File: config.mk
export PLATFORM = sky130hd
export DESIGN_NAME = ifp_core
export DESIGN_NICKNAME = d
export VERILOG_FILES = /design/src/ifp_pkg.sv /design/src/ifp_core.sv
export SDC_FILE = /design/constraint.sdc
export NUM_CORES = 1
export LEC_CHECK = 0
export BUFFER_PORTS_ARGS = -buffer_cell sky130_fd_sc_hd__buf_2
export CAP_MARGIN = 30
export CORE_MARGIN = 2
export CORE_UTILIZATION = 45
export CTS_CLUSTER_SIZE = 25
export DETAILED_ROUTE_END_ITERATION = 10
export PLACE_DENSITY = 0.7
export SETUP_SLACK_MARGIN = 0.5
export SLEW_MARGIN = 20
export SYNTH_ARGS = -nofsm -noshare
export SYNTH_HDL_FRONTEND = slang
export SYNTH_SLANG_ARGS = --single-unit
File: constraint.sdc
create_clock -name clk -period 3.4 [get_ports clk]
set_input_delay 0.34 -clock clk [delete_from_list [all_inputs] [get_ports clk]]
set_output_delay 0.34 -clock clk [all_outputs]
set_load 0.1 [all_outputs]
File: src/ifp_pkg.sv
// Package for the instruction fetch and pipeline timing block
package ifp_pkg;
  localparam int PC_WIDTH = 11;
  localparam int INSTR_WIDTH = 16;
  localparam int DATA_WIDTH = 8;
  localparam logic [PC_WIDTH-1:0] PC_RESET = 11'h000;
  localparam logic [DATA_WIDTH-1:0] ACC_RESET = 8'h00;
  localparam logic [INSTR_WIDTH-1:0] NOP_WORD = 16'h0000;
  localparam logic [1:0] CLK_SEL_RESET = 2'h0;
  localparam int PHASE_COUNT = 4;
  typedef enum logic [1:0] {
    SRC_FAST_CRYSTAL,
    SRC_SLOW_CRYSTAL,
    SRC_FAST_RC,
    SRC_SLOW_RC
  } ifp_src_type;
  typedef enum {
    PH_FIRST,
    PH_SECOND,
    PH_THIRD,
    PH_FOURTH
  } ifp_phase_type;
  typedef enum logic [2:0] {
    OP_NONE,
    OP_ADD,
    OP_SUB,
    OP_AND,
    OP_OR,
    OP_XOR,
    OP_LOAD,
    OP_PASS
  } ifp_op_type;
endpackage : ifp_pkg

File: src/ifp_core.sv
// Phase timing, fetch pipeline and branch/skip control of the core
//
// Operation
// - The system clock comes from one of four sources: fast crystal, slow crystal, fast RC, slow RC.
// - The system clock is split into four non-overlapping phase clocks.
// - The program counter advances at the end of the first phase, when the next word is fetched.
// - Decode and execute happen in the second, third and fourth phases.
// - One pass through the four phases is one instruction cycle.
// - Fetch of the next instruction overlaps execution, giving one instruction per cycle.
// - An instruction that changes the program counter takes one extra instruction cycle.
// - A branch obtains its target in its first cycle and transfers control in the second.
// - The arithmetic unit is eight bits wide and data moves through the accumulator.
// - A met skip condition discards the prefetched word and inserts a dummy cycle.
// - After reset the program counter starts at address zero.
`timescale 1ns/1ps
module ifp_core
  import ifp_pkg::*;
(
  input wire logic clk,
  input wire logic rst,
  input wire logic src_fast_crystal,
  input wire logic src_slow_crystal,
  input wire logic src_fast_rc,
  input wire logic src_slow_rc,
  input wire logic [1:0] clk_sel,
  input wire logic [ifp_pkg::INSTR_WIDTH-1:0] fetch_data,
  input wire logic is_branch,
  input wire logic [ifp_pkg::PC_WIDTH-1:0] branch_target,
  input wire logic skip_met,
  input wire logic [2:0] alu_op,
  input wire logic [ifp_pkg::DATA_WIDTH-1:0] alu_operand,
  output logic sys_tick,
  output logic [3:0] phase_clocks,
  output logic fetch_en,
  output logic [ifp_pkg::PC_WIDTH-1:0] fetch_addr,
  output logic [ifp_pkg::PC_WIDTH-1:0] pc,
  output logic [ifp_pkg::INSTR_WIDTH-1:0] exec_word,
  output logic exec_valid,
  output logic exec_dummy,
  output logic cycle_end,
  output logic [ifp_pkg::DATA_WIDTH-1:0] acc
);
  import ifp_pkg::*;

  logic [3:0] src_sync1_q;
  logic [3:0] src_sync2_q;
  logic src_prev_q;
  logic [3:0] src_in;
  logic src_level;
  logic [1:0] sel_q;
  ifp_phase_type phase_q;
  logic [PC_WIDTH-1:0] pc_q;
  logic [INSTR_WIDTH-1:0] ir_q;
  logic ir_valid_q;
  logic branch_pend_q;
  logic [PC_WIDTH-1:0] target_q;
  logic dummy_q;
  logic [DATA_WIDTH-1:0] acc_q;
  logic [DATA_WIDTH-1:0] alu_res;

  assign src_in = {src_slow_rc, src_fast_rc, src_slow_crystal, src_fast_crystal};

  // Selection register, sampled once per instruction cycle
  always_ff @(posedge clk or posedge rst) begin
    if (rst) begin
      sel_q <= CLK_SEL_RESET;
    end else if (sys_tick && phase_q == PH_FOURTH) begin
      sel_q <= clk_sel;
    end
  end

  // All oscillators pass two flops before the select, edge gives the tick
  always_ff @(posedge clk or posedge rst) begin
    if (rst) begin
      src_sync1_q <= 4'h0;
      src_sync2_q <= 4'h0;
      src_prev_q <= 1'b0;
    end else begin
      src_sync1_q <= src_in;
      src_sync2_q <= src_sync1_q;
      src_prev_q <= src_level;
    end
  end
  assign src_level = src_sync2_q[sel_q];
  assign sys_tick = src_level && !src_prev_q;

  // Four-phase sequencer
  always_ff @(posedge clk or posedge rst) begin
    if (rst) begin
      phase_q <= PH_FIRST;
    end else if (sys_tick) begin
      case (phase_q)
        PH_FIRST: phase_q <= PH_SECOND;
        PH_SECOND: phase_q <= PH_THIRD;
        PH_THIRD: phase_q <= PH_FOURTH;
        PH_FOURTH: phase_q <= PH_FIRST;
        default: phase_q <= PH_FIRST;
      endcase
    end
  end

  always_comb begin
    phase_clocks = 4'h0;
    case (phase_q)
      PH_FIRST: phase_clocks = 4'h1;
      PH_SECOND: phase_clocks = 4'h2;
      PH_THIRD: phase_clocks = 4'h4;
      PH_FOURTH: phase_clocks = 4'h8;
      default: phase_clocks = 4'h0;
    endcase
  end

  assign fetch_en = sys_tick && phase_q == PH_FIRST;
  assign fetch_addr = pc_q;
  assign cycle_end = sys_tick && phase_q == PH_FOURTH;

  // Program counter and prefetch register
  always_ff @(posedge clk or posedge rst) begin
    if (rst) begin
      pc_q <= PC_RESET;
      ir_q <= NOP_WORD;
      ir_valid_q <= 1'b0;
    end else if (fetch_en) begin
      if (branch_pend_q) begin
        pc_q <= target_q;
        ir_q <= NOP_WORD;
        ir_valid_q <= 1'b0;
      end else if (dummy_q) begin
        pc_q <= pc_q + 11'h001;
        ir_q <= NOP_WORD;
        ir_valid_q <= 1'b0;
      end else begin
        pc_q <= pc_q + 11'h001;
        ir_q <= fetch_data;
        ir_valid_q <= 1'b1;
      end
    end
  end

  // Branch or skip decided in the fourth phase of an executing word
  always_ff @(posedge clk or posedge rst) begin
    if (rst) begin
      branch_pend_q <= 1'b0;
      target_q <= PC_RESET;
      dummy_q <= 1'b0;
    end else if (cycle_end) begin
      branch_pend_q <= ir_valid_q && is_branch;
      target_q <= branch_target;
      dummy_q <= ir_valid_q && !is_branch && skip_met;
    end
  end

  // Eight-bit arithmetic unit and accumulator
  always_comb begin
    case (ifp_op_type'(alu_op))
      OP_ADD: alu_res = acc_q + alu_operand;
      OP_SUB: alu_res = acc_q - alu_operand;
      OP_AND: alu_res = acc_q & alu_operand;
      OP_OR: alu_res = acc_q | alu_operand;
      OP_XOR: alu_res = acc_q ^ alu_operand;
      OP_LOAD: alu_res = alu_operand;
      default: alu_res = acc_q;
    endcase
  end

  always_ff @(posedge clk or posedge rst) begin
    if (rst) begin
      acc_q <= ACC_RESET;
    end else if (sys_tick && phase_q == PH_THIRD && ir_valid_q) begin
      acc_q <= alu_res;
    end
  end

  assign pc = pc_q;
  assign exec_word = ir_q;
  assign exec_valid = ir_valid_q && phase_q != PH_FIRST;
  assign exec_dummy = !ir_valid_q;
  assign acc = acc_q;

  // Ticks since the last cycle end, for the cycle length check
  logic [2:0] tick_cnt_q;
  always_ff @(posedge clk or posedge rst) begin
    if (rst) begin
      tick_cnt_q <= 3'h0;
    end else if (cycle_end) begin
      tick_cnt_q <= 3'h0;
    end else if (sys_tick) begin
      tick_cnt_q <= tick_cnt_q + 3'h1;
    end
  end
endmodule : ifp_core

# After elaboration in Yosys (flattened, before gate mapping)
# Index checks and enable logic that the tools add are counted.
[totals]
elab_cells = 57
memories = 0
latch_bits = 0
inputBits = 48
out_inout_bits = 55
mem_bits_ro = 0
ram_bits = 0
reg_bits = 92
[classes]
n_mux = 10
div = 0
addsub = 3
n_lt_le_gt_ge = 1
bitwise_logic = 3
n_eq_ne = 11
multipliers = 0
n_shift = 0
reduce_logical = 17
[ops]
columns = ["cell", "count"]
rows = [
  ["32-bit by 2-bit == test with 1-bit output (second input constant)", 2],
  ["32-bit by 3-bit == test with 1-bit output (second input constant)", 2],
  ["32-bit logical NOT", 2],
  ["8-bit one-hot mux with 6 select lines", 1],
  ["32-bit by 1-bit == test with 1-bit output (second input constant)", 1],
  ["16-bit two-way mux", 2],
  ["32-bit nonzero test", 1],
  ["4-bit one-hot mux with 4 select lines", 1],
  ["11-bit by 1-bit adder with 11-bit output (second input constant)", 1],
  ["11-bit two-way mux", 1],
  ["3-bit == test (second input constant)", 3],
  ["1-bit logical AND", 9],
  ["8-bit adder", 1],
  ["8-bit bitwise AND", 1],
  ["8-bit bitwise OR", 1],
  ["8-bit subtractor", 1],
  ["8-bit bitwise XOR", 1],
  ["3-bit by 2-bit == test with 1-bit output (second input constant)", 2],
  ["2-bit one-hot mux with 3 select lines", 1],
  ["6-bit nonzero test", 1],
  ["3-bit by 1-bit == test with 1-bit output (second input constant)", 1],
  ["1-bit logical NOT", 3],
  ["2-bit by 3-bit less-than comparator with 1-bit output (second input constant)", 1],
  ["1-bit two-way mux", 3],
  ["2 further kinds", 2],
]

# Depth between registers and ports, before layout
# Gate-level depths: netlist of the first run.
[depth]
word_depth = 6
depth_mapped = 10
mapped_depth_nobuf = 10

# Worst setup path after synthesis of the first run
# Ideal clock, no wire load.
[synth_timing]
kind = "register -> output"
start = "register phase_q[0]"
end = "output exec_valid"
stages_incl_launch_ff = 4
t_arrival_ns = 2.537
required_time_ns = 3.060
n_path_buf = 0
path_slack_ns = 0.523
path_cell_list = "dfrtp_1 > inv_1 > ha_1 > nor2_1"
[synth_between]
elab_chain_cells = 2
[synth_rtl]
columns = ["element", "line_no", "rtl"]
rows = [
  ["from (decl)", "ifp_core.sv:51", "ifp_phase_type phase_q;"],
  ["from (signal assigned)", "ifp_core.sv:90", "phase_q <= PH_FIRST;"],
  ["from (signal assigned)", "ifp_core.sv:93", "PH_FIRST: phase_q <= PH_SECOND;"],
  ["from (signal assigned)", "ifp_core.sv:94", "PH_SECOND: phase_q <= PH_THIRD;"],
  ["32-bit nonzero test", "ifp_core.sv:176", "assign exec_valid = ir_valid_q && phase_q != PH_FIRST;"],
  ["1-bit logical AND", "ifp_core.sv:176", ""],
  ["to (decl)", "ifp_core.sv:38", "output logic exec_valid,"],
]
# No other way between the ends.

# Worst setup path in the final report of the first run
[layout_timing]
start = "input alu_op[1]"
end = "register acc_q[5] (netlist: acc[5])"
[layout_between]
elab_chain_cells = 3
word_cells_on_any_way = 9
classes_between = "6 x eq/ne; 1 x mux; 2 x reduce/logical"
[layout_rtl]
columns = ["element", "line_no", "rtl"]
rows = [
  ["from (decl)", "ifp_core.sv:30", "input wire logic [2:0] alu_op,"],
  ["3-bit == test (tied with other cells)", "ifp_core.sv:155", "case (ifp_op_type'(alu_op))"],
  ["6-bit nonzero test (no line)", "n/a", ""],
  ["2-bit AND reduction (no line)", "n/a", ""],
  ["to (signal assigned)", "ifp_core.sv:170", "acc_q <= alu_res;"],
  ["to (decl)", "ifp_core.sv:58", "logic [DATA_WIDTH-1:0] acc_q;"],
]
# Several ways; a longest one is shown, not always the timed one.
# A chain may end at the register's enable or synchronous reset.

==> run_results.csv, run 1 <==
group,metric,value,unit
outcome,status,"finished, final reports clean",
clocking,cts_tree,"done",
min_path,min_path_cells,1,
clocking,clkTransAtPathRegs,0.07,ns
layout,num_antenna_cells,0,
global_routing,grt_pass1_vias,2916,
global_routing,grtUsageTotal,18.9,%
setup_path,crit_arrival,2.85,ns
setup_path,cp_data_required_time,3.66,ns
logic_synthesis,synth-seq-area-share,40.1,%
timing,rsz0062_at_grt,"false",
floorplan,core,8260,sq um
floorplan,pin_count,103,
placement,dp_cells,585,
drt,wirelength,8700,um
global_routing,grt_max_degree,38,
floorplan,fp-row-count,33,
timing,fin_tns_setup,0,ns
clocking,clock_path_buffers,2,
setup_path,crit_path_end_kind,"flop",
timing,post-route-period-util,76.2,%
setup_path,crit_fanout,21,
timing,final.min_clock_period,2.59,ns
layout,post_route_cells_drive_above_1_share,30.8,%
global_routing,grt_pass1_wl,14400,um
setup_path,critPathLaunchType,"input port",
global_routing,grt_overflow,0,
drt,antenna_left,0,
layout,nets,571,
drt,vias,3202,
logic_synthesis,netlist_area,3870,sq um
drt,wire_per_inst,14.5,um
logic_synthesis,synth_nets,485,
clocking,clock-sinks,62,
clocking,numCtsBuffers,9,
timing,fmax,386,MHz
layout,syn_to_final_growth,17.5,%
logic_synthesis,synthArstFlopShare,100,%
placement,dp_hpwl,6270,um
layout,fin_cells,601,
clocking,cts_max_level,3,
logic_synthesis,synthCells,405,
clocking,post_cts_buffers,0,
timing,holdWs,0.110,ns
global_routing,antenna_found_initial,0,
logic_synthesis,synth.distinct_cells,51,
timing,relSlewSlack,42.1,%
floorplan,die_area,9350,sq um
run,maxCapViolCount,0,
floorplan,initial_core_util,46.8,%
layout,nFillCells,755,
floorplan,die_h,96.7,um
logic_synthesis,yosys_register_bits,62,
setup_path,r2r_cells,9,
drt,viasPerCell,5.33,
logic_synthesis,postSynthAreaPerCell,9.55,sq um
min_path,hp-class,"in -> reg",
clocking,hold_buffers,0,
logic_synthesis,synth_edf_count,0,
placement,portBuffers,102,
logic_synthesis,synth-main-ff-cell,"dfrtp_1",
setup_path,crit_type,"in -> reg",
timing,finalMaxSlewViolations,0,
clocking,clk_latency,0.34,ns
floorplan,die_w,96.7,um
timing,setup_viol,0,
timing,fin_skew,0.0126,ns
drt,drt_pass1_iterations,6,
drt,drc_errors,0,
placement,gp_congestion,0.804,
clocking,cts_resized,0,
logic_synthesis,yosys_warnings,0,
timing,worstMarginPinSlew,0.869,ns
clocking,cts-root-buf,"clkbuf_8",
drt,drt_iter0_drc,92,
timing,hold_violations,0,
state kept, by name, indices dropped and copies added, names as in the netlist, 2 cells and up:
signal	flops
exec_word	16
fetch_addr	11
target_q	11
acc	8
src_sync1_q	4
src_sync2_q	4
phase_q	2
sel_q	2
path summary, 6_finish.rpt:
kind                                 from        endpoint  slack (ns)
max                             alu_op[1]          acc[5]        0.81
min                           src_fast_rc  src_sync1_q[2]        0.11
max reg2reg                        acc[0]          acc[6]        1.14
min reg2reg                src_sync1_q[0]  src_sync2_q[0]        0.35
max in group asynchronous             rst         dummy_q        2.40
min in group asynchronous             rst      phase_q[0]        0.15
Yosys cell counts, types with 2 or more instances:
cell	number	area [sq um]
a211oi_1	5	37.5
a21oi_1	18	90.1
a221oi_1	4	35.0
a22o_1	7	61.3
a22oi_1	4	30.0
a31oi_1	8	50.1
a32oi_1	2	17.5
and2_1	3	18.8
and3_1	4	25.0
buf_2	3	15.0
buf_4	13	97.6
buf_6	5	56.3
clkbuf_1	7	26.3
dfrtp_1	62	1550
ha_1	31	388
inv_1	25	93.8
mux2_2	14	158
mux2i_1	5	50.1
nand2_1	56	210
nand2_8	2	40.0
nand3_1	17	85.1
nand3_2	7	70.1
nor2_1	20	75.1
nor2b_1	7	43.8
nor3_1	6	30.0
nor4_1	2	12.5
o21a_1	3	22.5
o21ai_0	29	145
o21ai_1	2	10.0
o21bai_1	2	15.0
or3_1	3	18.8
xnor2_1	9	78.8
xor2_1	2	17.5
per-stage QoR:
step           worst slack [ns]  instance area, sq um  util (%)
2_1_floorplan             0.523                  3870         -
3_3_place_gp              0.560                  4310      52.2
3_5_place_dp              0.440                  4310      52.2
4_1_cts                   0.804                  4540      55.0
5_1_grt                   0.570                  4540      55.0
6_report                  0.811                  4540      55.0
logic make-up (layout without fill, tap and decap cells):
logic type,count (synthesis),after routing,synth area share [%]
AOI/OAI and AO/OA,92,92,15.0
and+or+nand+nor,132,132,17.7
adders and majority gates,32,32,10.6
xor gates and xnor gates,11,11,2.49
muxes,20,20,5.95
DFF,62,62,40.1
buffers and inverters,56,147,8.19
cell type report:
type | instances | area, sq um | share of cell area, %
clock buffer | 10 | 138 | 3.03
multi-input combinational | 287 | 2000 | 44.0
tap | 105 | 131 | 2.89
timing repair buffer | 105 | 533 | 11.7
inverter | 26 | 97.6 | 2.15
sequential | 62 | 1550 | 34.2
clock inverter | 6 | 92.6 | 2.04
metal layers:
layer,part of all wire [%],track usage (%)
met1,44,24.2
met2,51,31.8
met3,4.6,4.41
met4,0.97,5.74
met5,0,0
critical path, stage by stage:
cell,delay (ns)
buf_2,0.30
nor3b_2,0.47
mux2i_1,0.34
ha_1,0.27
nor2b_1,0.14
o31a_1,0.28
o21a_1,0.18
or3_1,0.34
a31oi_1,0.18
cells in the final DEF (no fill, tap or decap), drive strengths merged, types with 4 or more instances in the layout:
| cell | n |
|---|---|
| buf | 105 |
| dfrtp | 62 |
| nand2 | 58 |
| o21ai | 32 |
| ha | 31 |
| inv | 28 |
| nand3 | 24 |
| nor2 | 20 |
| a21oi | 19 |
| mux2 | 14 |
| clkbuf | 10 |
| xnor2 | 9 |
| a31oi | 8 |
| nor2b | 7 |
| a22o | 7 |
| nor3 | 6 |
| a211oi | 5 |
| mux2i | 5 |
| a221oi | 4 |
| a22oi | 4 |
| and3 | 4 |
| and2 | 4 |
Power of run 1 is left out: the tool's default activity adds up to more than one toggle a clock period on the data nets, which glitch-free logic cannot reach.
==> run 2: changes to the inputs <==
- ABC_AREA: unset -> 1
- PLACE_DENSITY: 0.7 -> 0.73
- clock period: 3.4 -> 2.3 ns (I/O delays scaled with it)
==> run_results.csv, run 2 <==
group,metric,value,unit
outcome,status,"finished, final reports clean",
layout,layout_commonest_cell,"nand2_1",
logic_synthesis,yosysTopAreaCellShare,39.9,%
drt,vias,3599,
logic_synthesis,yosys_register_bits,62,
floorplan,pin_count,103,
drt,viasPerCell,4.91,
logic_synthesis,synth_edf_count,0,
layout,post-route-util,60.8,%
logic_synthesis,yosys-top-cells-count,"nand2_1 (149), inv_1 (75), dfrtp_1 (62), nor2_1 (32)",
timing,fin_tns_setup,0,ns
timing,fin_skew,0.00595,ns
logic_synthesis,netlist_area,3890,sq um
clocking,cts_tree,"done",
setup_path,crit_chain,"inv_2 -> nand2_2 -> nand3_2 -> nand3b_4 -> nor2_4 -> buf_12",
setup_path,crit_path_end_kind,"output pin",
logic_synthesis,synthArstFlopShare,100,%
layout,final_cell_mix,"nand2_1 (141), buf_2 (96), inv_1 (64), dfrtp_1 (45), o21ai_0 (31)",
setup_path,crit_fanout,6,
min_path,hp-class,"in -> reg",
logic_synthesis,synth.most_common_cell,"nand2_1",
placement,dp_hpwl,6780,um
drt,drc_errors,0,
global_routing,grt_pass1_vias,3397,
layout,regArea,1570,sq um
layout,multi_input_comb_area,2070,sq um
global_routing,grt_max_degree,41,
setup_path,cp_data_required_time,2.07,ns
clocking,clock_path_buffers,2,
layout,syn_to_final_growth,29.7,%
logic_synthesis,yosys_warnings,0,
timing,rsz0062_at_grt,"true",
timing,post-route-period-util,77.9,%
floorplan,die_area,9400,sq um
floorplan,core,8300,sq um
clocking,clk_latency,0.33,ns
layout,largest_reg_flops,16,
logic_synthesis,synth-seq-area-share,39.9,%
floorplan,die_w,97.0,um
logic_synthesis,synth_top_cell_by_area,"dfrtp_1",
clocking,clock-sinks,62,
timing,relSlewSlack,64.5,%
global_routing,grtUsageTotal,20.1,%
global_routing,antenna_found_initial,0,
setup_path,critPathLaunchType,"flop",
clocking,clkTransAtPathRegs,0.07,ns
layout,nets,703,
logic_synthesis,synth.distinct_cells,37,
timing,final.min_clock_period,1.79,ns
setup_path,crit_arrival,1.56,ns
placement,gp_congestion,0.847,
logic_synthesis,yosys-top-cells-area,"dfrtp_1 (40%), nand2_1 (14%), ha_1 (10%)",
floorplan,initial_core_util,46.9,%
logic_synthesis,postSynthAreaPerCell,7.61,sq um
setup_path,crit_type,"reg -> out",
setup_path,reg2reg_from,"acc[0]",
clocking,cts-root-buf,"clkbuf_8",
drt,drt_iter0_drc,138,
global_routing,grt_overflow,0,
timing,worstMarginPinSlew,0.532,ns
timing,hold_violations,0,
layout,num_antenna_cells,0,
clocking,cts_max_level,3,
drt,antenna_left,0,
drt,wire_per_inst,13.1,um
setup_path,slowest_stage,"dfrtp_1",
logic_synthesis,synth_nets,591,
min_path,min_from,"branch_target[2]",
floorplan,fp-row-count,33,
timing,setup_viol,0,
setup_path,slowest_delay,0.40,ns
layout,post_route_cells_drive_above_1_share,33.4,%
floorplan,die_h,97.0,um
drt,wirelength,9580,um
clocking,numCtsBuffers,9,
logic_synthesis,synthCells,511,
timing,fmax,558,MHz
drt,drt_pass1_iterations,5,
setup_path,cp-startpoint,"sel_q[0]",
layout,nFillCells,715,
global_routing,grt_pass1_wl,15700,um
run,maxCapViolCount,0,
placement,portBuffers,102,
timing,finalMaxSlewViolations,0,
logic_synthesis,synth-main-ff-cell,"dfrtp_1",
==> run 2: metal layers <==
layer | track usage, % | vias up | routed length (um)
met3 | 3.90 | 8 | 513
met1 | 26.8 | 1680 | 4390
met2 | 32.8 | 101 | 4590
met5 | 0 | - | 0
li1 | - | 1810 | -
met4 | 6.93 | 0 | 80
==> run 2: worst paths after layout <==
path | end | slack, ns | depth (start not counted)
min reg2reg | src_sync2_q[2] | 0.35 | 0
max | fetch_en | 0.51 | 6
max reg2reg | acc[4] | 0.58 | 10
min in group asynchronous | sel_q[1] | 0.48 | 3
max in group asynchronous | fetch_addr[0] | 1.20 | 4
min | target_q[2] | 0.1 | 3
==> run 2: kinds of logic after synthesis <==
| kind of cell | after synthesis | share of synthesized area (%) |
|---|---|---|
| AND/OR/NAND/NOR | 230 | 25.7 |
| buffers and inverters | 105 | 11.9 |
| AO/OA/AOI/OAI | 73 | 10.1 |
| flip-flops | 62 | 39.9 |
| adder cells (fa/ha/maj) | 32 | 10.5 |
| XOR/XNOR | 9 | 2.03 |
==> run 2: area by class of cell <==
cell class / instances / share of cell area, %
well taps: 105 / 2.60
inverters: 84 / 6.80
repair buffers: 122 / 15.0
multi-input cells: 344 / 41.1
flip-flops and latches: 62 / 31.2
clock inverters: 7 / 0.942
clock buffers: 9 / 2.46
==> run 2: stage by stage <==
stage          cell area [sq um]  worst slack [ns]  std cells  hold slack (ns)
2_1_floorplan               4050             0.388        511            0.261
3_3_place_gp                4600             0.118        702            0.301
3_5_place_dp                4600            0.0384        702            0.310
4_1_cts                     4870             0.390        724           0.0815
5_1_grt                     5040             0.392        733           0.0850
6_report                    5040             0.509        733           0.0970
==> run 2: what timing repair did <==
action,CTS,global route
hold buffers,5,0
endpoints found under the hold margin,26,0
pin swaps,8,11
setup buffers,1,9
endpoints found under the setup margin,6,30
gates resized for setup,10,30
==> run 2: worst max-delay path: cells and delay by family, from the launching register on <==
kind,cells,cell delay (ns)
simple gates,4,0.53
flops,1,0.40
buf+inv,2,0.30
Power of run 2 is left out for the same reason.
==> run 3: changes to the inputs <==
- PLACE_DENSITY: 0.73 -> 0.7
- clock period: 2.3 -> 1.7 ns (I/O delays scaled with it)
==> run_results.csv, run 3 (synthesis gave the netlist of run 2 again) <==
group,metric,value,unit
drt,drc_errors,0,
floorplan,core,8300,sq um
setup_path,crit_path_end_kind,"output pin",
power_and_ir_drop,finalPower,0.0146,W
clocking,cts-root-buf,"clkbuf_8",
drt,wire_per_inst,16.6,um
setup_path,slowest_stage,"dfrtp_1",
timing,relSlewSlack,68.4,%
clocking,cts_tree,"done",
clocking,clk_latency,0.34,ns
drt,vias,4155,
global_routing,top_usage_layer,"met2",
timing,setup_viol,3,
timing,post-route-period-util,103,%
drt,antenna_left,0,
layout,layout_commonest_cell,"nand2_1",
outcome,violations,"setup timing",
min_path,hp-class,"in -> reg",
layout,largest_reg_flops,16,
placement,portBuffers,102,
global_routing,grt_max_degree,50,
global_routing,grt_pass1_vias,4344,
placement,gp_congestion,0.863,
clocking,clock_path_buffers,2,
timing,worstMarginPinSlew,0.473,ns
power_and_ir_drop,vdd_ir_drop_max,2.03,mV
layout,nets,762,
global_routing,gr-usage-met2,47.2,%
timing,finalMaxSlewViolations,0,
layout,final_cell_mix,"nand2_1 (109), inv_1 (55), buf_4 (46), buf_2 (45)",
layout,design_area,6760,sq um
drt,viasPerCell,5.25,
timing,fin_tns_setup,-0.100,ns
clocking,cts_max_level,3,
placement,dp_cells,727,
setup_path,crit_chain,"inv_2 -> nand2_2 -> nand3_4 -> nand3b_4 -> nor2_4 -> buf_12 -> buf_16",
layout,syn_to_final_growth,73.9,%
setup_path,cp_data_required_time,1.53,ns
layout,num_antenna_cells,0,
clocking,clkTransAtPathRegs,0.08,ns
drt,drt_iter0_drc,273,
setup_path,crit_type,"reg -> out",
layout,post_route_cells_drive_above_1_share,51.5,%
floorplan,die_area,9400,sq um
timing,fmax,569,MHz
floorplan,die_w,97.0,um
layout,fin_cells,792,
run,maxCapViolCount,0,
setup_path,critPathLaunchType,"flop",
power_and_ir_drop,power_per_cell_area,2160,nW/um^2
drt,drt_pass1_iterations,5,
floorplan,fp-row-count,33,
global_routing,grt_pass1_wl,20000,um
timing,rsz0062_at_grt,"true",
global_routing,grtUsageTotal,26.2,%
outcome,status,"finished with violations",
setup_path,critical_path.top_delay_family,"simple AND/OR/NAND/NOR gates",
drt,wirelength,13200,um
clocking,numCtsBuffers,9,
power_and_ir_drop,leakagePower,3.33,nW
timing,worst_slack,-0.0564,ns
setup_path,slowest_delay,0.40,ns
global_routing,antenna_found_initial,0,
layout,post-route-util,81.5,%
global_routing,grt_overflow,0,
floorplan,initial_core_util,46.9,%
clocking,clock-sinks,62,
setup_path,crit_fanout,4,
placement,dpl_cell_area,4970,sq um
placement,dp_hpwl,7210,um
floorplan,pin_count,103,
global_routing,grt_util_met1,29.9,%
timing,final.min_clock_period,1.76,ns
global_routing,grtUsageMet3,5.64,%
timing,fin_skew,0.0148,ns
timing,hold_violations,0,
floorplan,die_h,97.0,um
setup_path,path_buf_inv,3,
setup_path,crit_arrival,1.59,ns
## run 3: report_power, final
part	internal [W]	switching, W	total [W]
Clock	0.000725	0.000667	0.00139
Combinational	0.00381	0.00652	0.0103
Sequential	0.00213	0.000793	0.00292
Total	0.00666	0.00798	0.0146
## run 3: final timing paths
path / start / endpoint / slack (ns) / cells past startpoint
setup / recovery: sel_q[0] / fetch_en / -0.06 / 7
hold / removal: branch_target[10] / target_q[10] / 0.03 / 3
setup reg to reg: acc[0] / acc[2] / -0.03 / 9
hold reg to reg: src_sync1_q[0] / src_sync2_q[0] / 0.36 / 0
max in group asynchronous: rst / fetch_addr[9] / 0.76 / 4
min in group asynchronous: rst / src_sync2_q[0] / 0.33 / 3
## run 3: final cells by class
cell class	instances	area [sq um]
clock buffers	10	138
clock inverters	6	68.8
fillers	441	1540
inverters	84	389
multi-input cells	346	2470
flip-flops and latches	62	1610
well taps	105	131
repair buffers	177	1940
repair inverters	2	17.5
## run 3: what timing repair did
| item | 4_1_cts | 5_1_grt |
|---|---|---|
| pin swaps | 37 | 28 |
| cloned | 4 | 1 |
| resized for setup | 238 | 86 |
| endpoints found under the hold margin | 17 | 0 |
| endpoints found under the setup margin | 107 | 101 |
| buffers inserted | 22 | 17 |
| hold buffers | 5 | 0 |
## run 3: metrics by stage
| step | setup WS [ns] | hold slack [ns] |
|---|---|---|
| 6_report | -0.0564 | 0.0334 |
| 5_1_grt | -0.128 | 0.0288 |
| 4_1_cts | -0.0246 | 0.0135 |
| 3_5_place_dp | -0.505 | 0.155 |
| 3_3_place_gp | -0.456 | 0.151 |
| 2_1_floorplan | -0.161 | 0.201 |
## run 3: worst register-to-register path, stage by stage (launching register included)
cell and delay, ns:
dfrtp_2 0.43, inv_4 0.07, ha_4 0.13, inv_4 0.04, fa_2 0.38, buf_4 0.16, xnor2_2 0.12, nor2_1 0.08
o21ai_1 0.13, o21ai_1 0.08
## run 3: layer usage
| layer | vias up | share of wire (%) |
|---|---|---|
| met3 | 38 | 5.5 |
| li1 | 1938 | - |
| met1 | 2023 | 38 |
| met5 | - | 0 |
| met4 | 0 | 3.1 |
| met2 | 156 | 53 |
Note: power is estimated with default switching activity, not from simulation.
